**config.mk**
```make
export PLATFORM = sky130hd
export DESIGN_NAME = program_counter_return_stack
export DESIGN_NICKNAME = d
export VERILOG_FILES = /design/src/return_stack_ram.v /design/src/program_counter_return_stack.v
export VERILOG_INCLUDE_DIRS = /design/src
export SDC_FILE = /design/constraint.sdc
export NUM_CORES = 1
export LEC_CHECK = 0
export CELL_PAD_IN_SITES_DETAIL_PLACEMENT = 1
export CELL_PAD_IN_SITES_GLOBAL_PLACEMENT = 2
export CORE_MARGIN = 2
export CORE_UTILIZATION = 48
export DETAILED_ROUTE_END_ITERATION = 6
export DONT_BUFFER_PORTS = 1
export PLACE_DENSITY = 0.89
export SYNTH_ARGS = -nofsm -noshare
export SYNTH_HDL_FRONTEND = slang
export SYNTH_SLANG_ARGS = --single-unit
```
**constraint.sdc**
```tcl
create_clock -name clock -period 7.1 [get_ports clock]
set_input_delay 0.355 -clock clock [delete_from_list [all_inputs] [get_ports clock]]
set_output_delay 0.355 -clock clock [all_outputs]
set_load 0.03 [all_outputs]
```
**src/pc_stack_defines.vh**
```
`ifndef PC_STACK_DEFINES_VH
`define PC_STACK_DEFINES_VH
// ==========================================
// Register offsets (byte addresses, one word each)
`define OFS_PC_LOW 8'h00
`define OFS_PC_HIGH_LATCH 8'h04
`define OFS_PC_UPPER_LATCH 8'h08
`define OFS_TOP_LOW 8'h0C
`define OFS_TOP_HIGH 8'h10
`define OFS_TOP_UPPER 8'h14
`define OFS_STACK_PTR 8'h18
`define OFS_SETUP 8'h1C
`define OFS_PC_FULL 8'h20
// ==========================================
// Field positions
`define BIT_FULL 7
`define BIT_UNDERFLOW 6
`define BIT_FAULT_RESET_EN 0
// ==========================================
// Vectors and reset values
`define VEC_RESET 21'h000000
`define VEC_HIGH 21'h000008
`define VEC_LOW 21'h000018
`define SETUP_RESET 1'b1
`define STACK_TOP 5'h1F
`define PC_STEP 21'h000002
`define CFG_WORDS_BYTES 21'h000008
`endif

```
**src/return_stack_ram.v**
```verilog
`timescale 1ns/100ps
// ==========================================
// Return stack storage, entries 1..DEPTH
module return_stack_ram #(
  parameter DEPTH = 31,
  parameter WIDTH = 21
) (
  // Clock
  input wire clock,
  input wire clock_en,
  // Write port
  input wire wr_en,
  input wire [4:0] wr_addr,
  input wire [WIDTH-1:0] wr_data,
  // Read port
  input wire [4:0] rd_addr,
  output wire [WIDTH-1:0] rd_data
);
  reg [WIDTH-1:0] mem [1:DEPTH];
  // Index zero has no storage behind it
  assign rd_data = (rd_addr == 5'h00) ? {WIDTH{1'b0}} : mem[rd_addr];
  always @(posedge clock) begin
    if (clock_en && wr_en && wr_addr != 5'h00) begin
      mem[wr_addr] <= wr_data;
    end
  end
endmodule

```
**src/program_counter_return_stack.v**
```verilog
// The Avalon-MM interface to the registers and the placing of the registers are this design's own decisions.
`timescale 1ns/100ps
`include "pc_stack_defines.vh"
// Function
// - 21-bit byte program counter, separate bus
// - Fetch above implemented memory returns zero
// - Any reset loads program counter 0000h
// - Interrupt vectors 0008h high, 0018h low
// - Top four words hold configuration data
// - Upper bytes written only through latches, read also via OFS_PC_FULL
// - Low byte write loads latches too
// - Low byte read copies upper bytes
// - Bit zero fixed, step of two
// - Calls and branches bypass the latches
// - 31 by 21 stack, 5-bit pointer
// - Push on calls, pop on returns
// - Push increments first; pop reads first
// - Calls and returns keep latches unchanged
// - Reset clears pointer; zero has no entry
// - Top registers access selected entry
// - Pointer software readable, writable, 0..31
// - Full flag after 31 pushes
// - Fault reset: store PC+2, flag, reset
// - No fault reset: pointer holds 31
// - Empty return loads zero; any empty pop sets underflow
// - Push stores PC; pop only decrements
// - Fault reset on underflow and overflow
// - Pointer register flag and field layout
module program_counter_return_stack #(
  parameter MEM_BYTES = 21'h020000,
  parameter DEPTH = 31
) (
  // Clock and reset
  input wire clock,
  input wire rst_b,
  input wire clock_en,
  input wire por_event,
  // Core operations
  input wire op_advance,
  input wire op_call,
  input wire op_push,
  input wire op_pop_return,
  input wire op_pop_discard,
  input wire op_jump,
  input wire [20:0] jump_target,
  input wire op_irq_high,
  input wire op_irq_low,
  input wire op_ext_unlink,
  input wire ext_set_enable,
  // Program memory fetch
  input wire [15:0] mem_rdata,
  output reg [20:0] fetch_addr,
  output reg [15:0] fetch_word,
  output reg cfg_region,
  // Device reset request
  output reg fault_reset,
  // Avalon-MM slave
  input wire [7:0] avs_address,
  input wire avs_read,
  input wire avs_write,
  input wire [31:0] avs_writedata,
  output reg [31:0] avs_readdata,
  output reg avs_waitrequest
);
  // Lowest byte of the configuration words at the top of memory
  localparam [20:0] CFG_BASE = MEM_BYTES - `CFG_WORDS_BYTES;
  reg [20:0] pc;
  reg [7:0] pc_high_latch;
  reg [4:0] pc_upper_latch;
  reg [4:0] stack_ptr;
  reg stack_full_flag;
  reg stack_underflow_flag;
  reg stack_fault_reset_enable;
  reg fault_pending;
  reg [20:0] next_pc;
  reg [4:0] next_ptr;
  reg next_full;
  reg next_unf;
  reg wr_en;
  reg [20:0] wr_data;
  reg fault;
  reg [7:0] top_byte;
  reg [20:0] tos_wdata;
  reg tos_wr;
  reg ram_wr;
  reg [4:0] ram_addr;
  reg [20:0] ram_data;
  wire [20:0] top_entry;
  wire bus_req;
  wire wr_stb;
  wire rd_stb;
  wire do_push;
  wire do_pop;
  wire pop_unlink;
  wire [20:0] pc_seq;

  // ==========================================
  // Bus decode: single wait state, acknowledged on second cycle
  assign bus_req = avs_read | avs_write;
  assign wr_stb = avs_write & ~avs_waitrequest;
  assign rd_stb = avs_read & ~avs_waitrequest;
  // Limitation: clock_en must stay high through a transfer, or an
  // acknowledged access is lost while state is frozen

  always @(posedge clock or negedge rst_b) begin
    if (!rst_b) begin
      avs_waitrequest <= 1'b1;
    end else if (clock_en) begin
      avs_waitrequest <= ~(bus_req & avs_waitrequest);
    end
  end

  // ==========================================
  // Stack storage
  return_stack_ram #(.DEPTH(DEPTH), .WIDTH(21)) u_ram (
    .clock(clock),
    .clock_en(clock_en),
    .wr_en(ram_wr),
    .wr_addr(ram_addr),
    .wr_data(ram_data),
    .rd_addr(stack_ptr),
    .rd_data(top_entry)
  );

  assign pc_seq = pc + `PC_STEP;
  assign pop_unlink = op_ext_unlink & ext_set_enable;
  assign do_push = op_call | op_push | op_irq_high | op_irq_low;
  assign do_pop = op_pop_return | pop_unlink | op_pop_discard;

  // ==========================================
  // Next-state logic
  always @* begin
    next_pc = pc;
    next_ptr = stack_ptr;
    next_full = stack_full_flag;
    next_unf = stack_underflow_flag;
    wr_en = 1'b0;
    wr_data = pc_seq;
    fault = 1'b0;
    if (op_advance) begin
      next_pc = pc_seq;
    end
    if (do_push) begin
      // Calls save the following instruction; push saves the current PC
      wr_data = op_push ? pc : pc_seq;
      // Once full, entry 31 and the pointer stay put
      if (stack_ptr == `STACK_TOP) begin
        next_full = 1'b1;
        fault = stack_fault_reset_enable;
      end else begin
        next_ptr = stack_ptr + 5'h01;
        wr_en = 1'b1;
        if (next_ptr == DEPTH[4:0]) begin
          next_full = 1'b1;
          fault = stack_fault_reset_enable;
        end
      end
      if (op_call) begin
        next_pc = {jump_target[20:1], 1'b0};
      end
      if (op_irq_high) begin
        next_pc = `VEC_HIGH;
      end else if (op_irq_low) begin
        next_pc = `VEC_LOW;
      end
    end else if (do_pop) begin
      // Empty pop sets underflow and, unless discarding, vectors to zero; the pointer holds
      if (stack_ptr == 5'h00) begin
        next_unf = 1'b1;
        fault = stack_fault_reset_enable;
        if (!op_pop_discard) begin
          next_pc = `VEC_RESET;
        end
      end else begin
        if (!op_pop_discard) begin
          next_pc = top_entry;
        end
        next_ptr = stack_ptr - 5'h01;
      end
    end else if (op_jump) begin
      next_pc = {jump_target[20:1], 1'b0};
    end
    next_pc[0] = 1'b0;
  end

  // ==========================================
  // Main state
  always @(posedge clock or negedge rst_b) begin
    if (!rst_b) begin
      pc <= `VEC_RESET;
      pc_high_latch <= 8'h00;
      pc_upper_latch <= 5'h00;
      stack_ptr <= 5'h00;
      stack_full_flag <= 1'b0;
      stack_underflow_flag <= 1'b0;
      stack_fault_reset_enable <= `SETUP_RESET;
      fault_pending <= 1'b0;
      fault_reset <= 1'b0;
    end else if (clock_en) begin
      fault_reset <= fault_pending;
      if (fault_pending) begin
        // Stack fault reset: flags survive, only a power-on clears them
        fault_pending <= 1'b0;
        pc <= `VEC_RESET;
        stack_ptr <= 5'h00;
        if (por_event) begin
          stack_full_flag <= 1'b0;
          stack_underflow_flag <= 1'b0;
        end
      end else if (por_event) begin
        // Power-on clears the sticky flags; a stack fault reset leaves them
        pc <= `VEC_RESET;
        stack_ptr <= 5'h00;
        stack_full_flag <= 1'b0;
        stack_underflow_flag <= 1'b0;
        pc_high_latch <= 8'h00;
        pc_upper_latch <= 5'h00;
      end else begin
        // Core ops first; software writes override pointer or PC
        pc <= next_pc;
        stack_ptr <= next_ptr;
        fault_pending <= fault;
        stack_full_flag <= next_full;
        stack_underflow_flag <= next_unf;
        // Latches move only on low-byte reads, their own writes and power-on, never on calls or returns
        if (rd_stb && avs_address == `OFS_PC_LOW) begin
          pc_high_latch <= pc[15:8];
          pc_upper_latch <= pc[20:16];
        end
        if (wr_stb) begin
          case (avs_address)
            `OFS_PC_LOW: begin
              pc <= {pc_upper_latch, pc_high_latch, avs_writedata[7:1], 1'b0};
            end
            `OFS_PC_HIGH_LATCH: begin
              pc_high_latch <= avs_writedata[7:0];
            end
            `OFS_PC_UPPER_LATCH: begin
              pc_upper_latch <= avs_writedata[4:0];
            end
            `OFS_STACK_PTR: begin
              stack_ptr <= avs_writedata[4:0];
              // Writing zero clears a flag, writing one leaves it alone
              // Hardware set wins over clear
              stack_full_flag <= next_full & (avs_writedata[`BIT_FULL] |
                (next_full & ~stack_full_flag));
              stack_underflow_flag <= next_unf & (avs_writedata[`BIT_UNDERFLOW] |
                (next_unf & ~stack_underflow_flag));
            end
            `OFS_SETUP: begin
              stack_fault_reset_enable <= avs_writedata[`BIT_FAULT_RESET_EN];
            end
            default: begin
            end
          endcase
        end
      end
    end
  end

  // ==========================================
  // Top-of-stack software writes, dropped at pointer zero (no slot)
  always @* begin
    tos_wdata = top_entry;
    tos_wr = 1'b0;
    if (wr_stb && stack_ptr != 5'h00) begin
      case (avs_address)
        `OFS_TOP_LOW: begin
          tos_wdata[7:0] = avs_writedata[7:0];
          tos_wr = 1'b1;
        end
        `OFS_TOP_HIGH: begin
          tos_wdata[15:8] = avs_writedata[7:0];
          tos_wr = 1'b1;
        end
        `OFS_TOP_UPPER: begin
          tos_wdata[20:16] = avs_writedata[4:0];
          tos_wr = 1'b1;
        end
        default: begin
        end
      endcase
    end
  end

  // ==========================================
  // Stack write port arbitration
  // A core push outranks a software write; reset cycles drop the
  // core request, so storage must hold as well
  always @* begin
    ram_wr = 1'b0;
    ram_addr = stack_ptr;
    ram_data = tos_wdata;
    if (fault_pending || por_event) begin
      ram_wr = 1'b0;
    end else if (wr_en) begin
      ram_wr = 1'b1;
      ram_addr = next_ptr;
      ram_data = wr_data;
    end else if (tos_wr) begin
      ram_wr = 1'b1;
    end
  end


  // ==========================================
  // Read mux
  always @* begin
    case (avs_address)
      `OFS_PC_LOW: top_byte = pc[7:0];
      `OFS_PC_HIGH_LATCH: top_byte = pc_high_latch;
      `OFS_PC_UPPER_LATCH: top_byte = {3'h0, pc_upper_latch};
      `OFS_TOP_LOW: top_byte = top_entry[7:0];
      `OFS_TOP_HIGH: top_byte = top_entry[15:8];
      `OFS_TOP_UPPER: top_byte = {3'h0, top_entry[20:16]};
      `OFS_STACK_PTR: top_byte = {stack_full_flag, stack_underflow_flag, 1'b0, stack_ptr};
      `OFS_SETUP: top_byte = {7'h00, stack_fault_reset_enable};
      default: top_byte = 8'h00;
    endcase
  end

  always @(posedge clock or negedge rst_b) begin
    if (!rst_b) begin
      avs_readdata <= 32'h00000000;
      fetch_addr <= 21'h000000;
      fetch_word <= 16'h0000;
      cfg_region <= 1'b0;
    end else if (clock_en) begin
      // Taken on the request edge, so it stands at the acknowledge edge
      if (avs_read && avs_waitrequest) begin
        avs_readdata <= (avs_address == `OFS_PC_FULL) ? {11'h000, pc} : {24'h000000, top_byte};
      end
      fetch_addr <= pc;
      // Unimplemented space reads as zero, a no-op for the core
      fetch_word <= (pc < MEM_BYTES) ? mem_rdata : 16'h0000;
      cfg_region <= (pc >= CFG_BASE) && (pc < MEM_BYTES);
    end
  end
endmodule

```
==> impl_metrics.py <==
metrics = {
    "worst_setup_path": {
        "required_ns": 7.39,
        "start_kind": "flip-flop",
        "crit_family": "simple AND/OR/NAND/NOR gates",
        "critical_path.max_fanout": 37,
        "critPathCaptureType": "flip-flop",
        "slowest_delay_ns": 0.79,
        "crit_path_top_delay_cell": "nand3_2",
        "worst-path-buf-inv": 3,
        "critPathKind": "flip-flop to flip-flop",
        "crit_path_cell_trace": "ha_1, nand3_1, inv_1, ha_1, inv_1, nand3_2, nor3_1, mux2i_1, nand2b_1, nor2_2, buf_4",
        "critPathArrivalTime_ns": 5.46,
    },
    "synth": {
        "synth_flop_cell": "edfxtp_1",
        "synth_area_leaders": "edfxtp_1 60%, mux4_2 9.2%, dfrtp_1 7.7%",
        "netlist_area_sq_mm": 0.0324,
        "yosys.area.top_type_share_pct": 60.3,
        "ys_ff_latch": 753,
        "yosysTopAreaCell": "edfxtp_1",
        "async_flop_share_pct": 13.5,
        "yosysWarnings": 0,
        "synthDistinctLibCells": 85,
        "synth_edf_count": 651,
        "synth_cells": 2001,
        "synth-seq-area-share_pct": 68.2,
        "syn_avg_cell_area_sq_um": 16.2,
    },
    "routing": {
        "dr.pass1.iters": 7,
        "vias": 20500,
        "route.top_layer_used": "met5",
        "ant_nets": 0,
        "met3_length_um": 9970,
        "drc": 0,
        "wl_um": 105000,
        "wl_per_cell_um": 35.1,
        "vias_per_cell": 6.83,
        "drtIter0Drc": 2670,
        "wl_met1_um": 39800,
        "dr_wl_met2_um": 50700,
    },
    "layout": {
        "regArea_sq_mm": 0.0221,
        "area_delta_synth_final_pct": 13.3,
        "drive_gt1_share_pct": 21.4,
        "design_area_sq_mm": 0.0367,
        "fin_nets": 2164,
        "instances_no_fill": 3003,
        "fill_cells": 6166,
        "multi_input_area_sq_mm": 0.00973,
    },
    "sta": {
        "fmax_mhz": 193,
        "finalSetupTns_ns": 0,
        "skew_ns": 0.0340,
        "fin_crit_sh_pct": 72.8,
        "tightest_slew_ns": 1.36,
        "min_period_ns": 5.17,
        "rsz0062_at_grt": "false",
        "setup_viol": 0,
        "finalHoldViolCount": 0,
        "slew_headroom_pct": 9.50,
        "finalMaxSlewViolations": 0,
    },
    "pwr": {
        "p_leak_nw": 12.4,
        "p_sw_share_pct": 25.9,
        "power_frac_seq_pct": 47.9,
        "p_per_area_mw_per_mm2": 294,
        "switchingPower_mw": 2.79,
        "peakVddDrop_mv": 0.189,
        "p_int_mw": 8.01,
        "power_mw": 10.8,
        "pwr-share-clk_pct": 40.2,
        "power_frac_comb_pct": 11.9,
    },
    "placement": {
        "dpl.hpwl_um": 64000,
        "io_buffers": 0,
        "dpl_cell_area_sq_mm": 0.0335,
        "dp.cells": 2807,
        "place_congestion": 0.923,
    },
    "cts": {
        "clock_path_buffers": 3,
        "cts-resized-gates": 0,
        "cts_inserted_buffers": 79,
        "clk_pin_slew_ns": 0.06,
        "post_cts_buffers": 0,
        "clock-sinks": 753,
        "cts-root-buf": "clkbuf_16",
        "cts_hold_buffers": 47,
        "htree_levels": 3,
        "worstSkewPairLatency_ns": 0.63,
        "cts_tree": "built",
    },
    "die": {
        "die_height_um": 264,
        "die_w_um": 264,
        "placementRows": 95,
        "die_area_sq_mm": 0.0696,
        "core_sq_mm": 0.0670,
        "start_util_pct": 48.3,
        "ios": 165,
    },
    "grt": {
        "grt_first_pass_wirelength_um": 153000,
        "grt_pass1_vias": 21100,
        "antenna_found_initial": 3,
        "grt_max_degree": 103,
        "grt_usage_pct": 30.4,
        "grt-ovfl-total": 0,
    },
    "min_path": {
        "hold_class": "input port to flip-flop",
    },
    "job": {
        "drv_cap": 0,
    },
    "status": {
        "status": "finished clean",
    },
}
[worst reg2reg max path, delay by kind of cell (launching register included)]
family / cells / cell delay, ns
buffers and inverters: 3 / 0.63
muxes: 1 / 0.33
adders and majority gates: 2 / 0.62
DFF: 1 / 0.65
and+or+nand+nor: 5 / 2.59
[power groups by stage]
stage	logic (mW)	clock network, mW	registers, mW
2_1_floorplan	0.805	0	5.20
3_3_place_gp	1.12	0	5.26
3_5_place_dp	1.19	0	5.27
4_1_cts	1.25	4.39	5.17
5_1_grt	1.35	4.54	5.18
6_report	1.28	4.35	5.17
[routing by layer]
| metal | GRT usage (%) | vias up |
|---|---|---|
| li1 | - | 8143 |
| met1 | 39.1 | 10700 |
| met2 | 49.1 | 1325 |
| met3 | 7.54 | 300 |
| met4 | 13.4 | 2 |
| met5 | 0 | - |
[registers in the layout (all words and copies together) (netlist names)]
name	count
fault_pending	1
pc_upper_latch	5
fetch_word	16
stack_ptr	5
pc_high_latch	8
avs_readdata	21
stack_underflow_flag	1
stack_full_flag	1
fetch_addr	20
u_ram.mem	651
cfg_region	1
fault_reset	1
avs_waitrequest	1
pc	20
stack_fault_reset_enable	1
[cell usage after synthesis (all sizes together) (5+ instances only)]
cell type    n
o31ai        9
ha           7
a211o       10
dfrtp      100
a21oi       65
a22oi       43
inv         22
a221o        9
mux2        43
a21o         5
clkbuf      59
nor4b        5
o22ai       25
or4          6
a22o        46
buf         80
mux2i       72
and3        13
nand3       29
and3b        5
a211oi      15
xnor2       22
nand2      102
mux4       134
o21ai       64
a221oi      20
nor3        25
edfxtp     651
o221a        6
nor4        17
nor2b       14
and2         8
o211ai      18
nand2b      14
nand4       18
a31oi       11
xor2        19
nor2       129
o221ai      11
[area by class of cell]
cell class / instances / share of cell area [%]
flip-flops and latches: 753 / 60.2
multi-input cells: 1097 / 26.5
clock buffers: 92 / 5.60
well taps: 873 / 2.97
repair buffers: 110 / 2.75
diodes: 2 / 0.0136
inverters: 23 / 0.235
clock inverters: 53 / 1.74
[cells by family after synthesis]
family,share of synthesized area [%]
flops,68.2
simple gates,6.22
compound gates,8.46
mux,13.0
buf+inv,2.69
xor+xnor,1.11
fa+ha+maj,0.270
other cells,0.0116
[placed cells by master, fill, tap and decap left out, drive strengths merged, types with 19 or more instances in the layout]
| cell | Yosys | layout |
|---|---|---|
| dfrtp | 100 | 100 |
| nor2 | 129 | 129 |
| o21ai | 64 | 64 |
| a21oi | 65 | 65 |
| dlygate4sd3 | 0 | 45 |
| inv | 22 | 25 |
| mux4 | 134 | 134 |
| a22oi | 43 | 43 |
| mux2 | 43 | 43 |
| mux2i | 72 | 72 |
| buf | 80 | 65 |
| xnor2 | 22 | 22 |
| edfxtp | 651 | 651 |
| xor2 | 19 | 19 |
| clkinv | 1 | 30 |
| nand3 | 29 | 29 |
| nor3 | 25 | 25 |
| a221oi | 20 | 20 |
| clkbuf | 59 | 92 |
| o22ai | 25 | 25 |
| nand2 | 102 | 102 |
| a22o | 46 | 46 |
[per-stage QoR]
step                utilization (%)  hold slack (ns)  setup WS (ns)
floorplan                         -           0.0594           2.14
global placement               49.9           0.0616           2.40
detailed placement             49.9           0.0616           2.00
CTS                            54.7          0.00795           2.04
global route                   54.8           0.0204           1.64
finish                         54.8           0.0268           1.93
[worst paths after layout]
kind,startpoint,endpoint,slack [ns],cells after the start
max,stack_ptr[0]$_DFFE_PN0P_,u_ram.mem[23][6]$_DFFE_PP_,1.93,11
min,avs_writedata[3],pc_high_latch[3]$_DFFE_PN0P_,0.03,3
max reg2reg,stack_ptr[0]$_DFFE_PN0P_,u_ram.mem[23][6]$_DFFE_PP_,1.93,11
min reg2reg,stack_full_flag$_DFFE_PN0P_,stack_full_flag$_DFFE_PN0P_,0.56,1
max in group asynchronous,rst_b,stack_ptr[1]$_DFFE_PN0P_,6.25,2
min in group asynchronous,rst_b,fetch_addr[10]$_DFFE_PN0P_,0.35,2
Power figures use the tool's default switching activity.
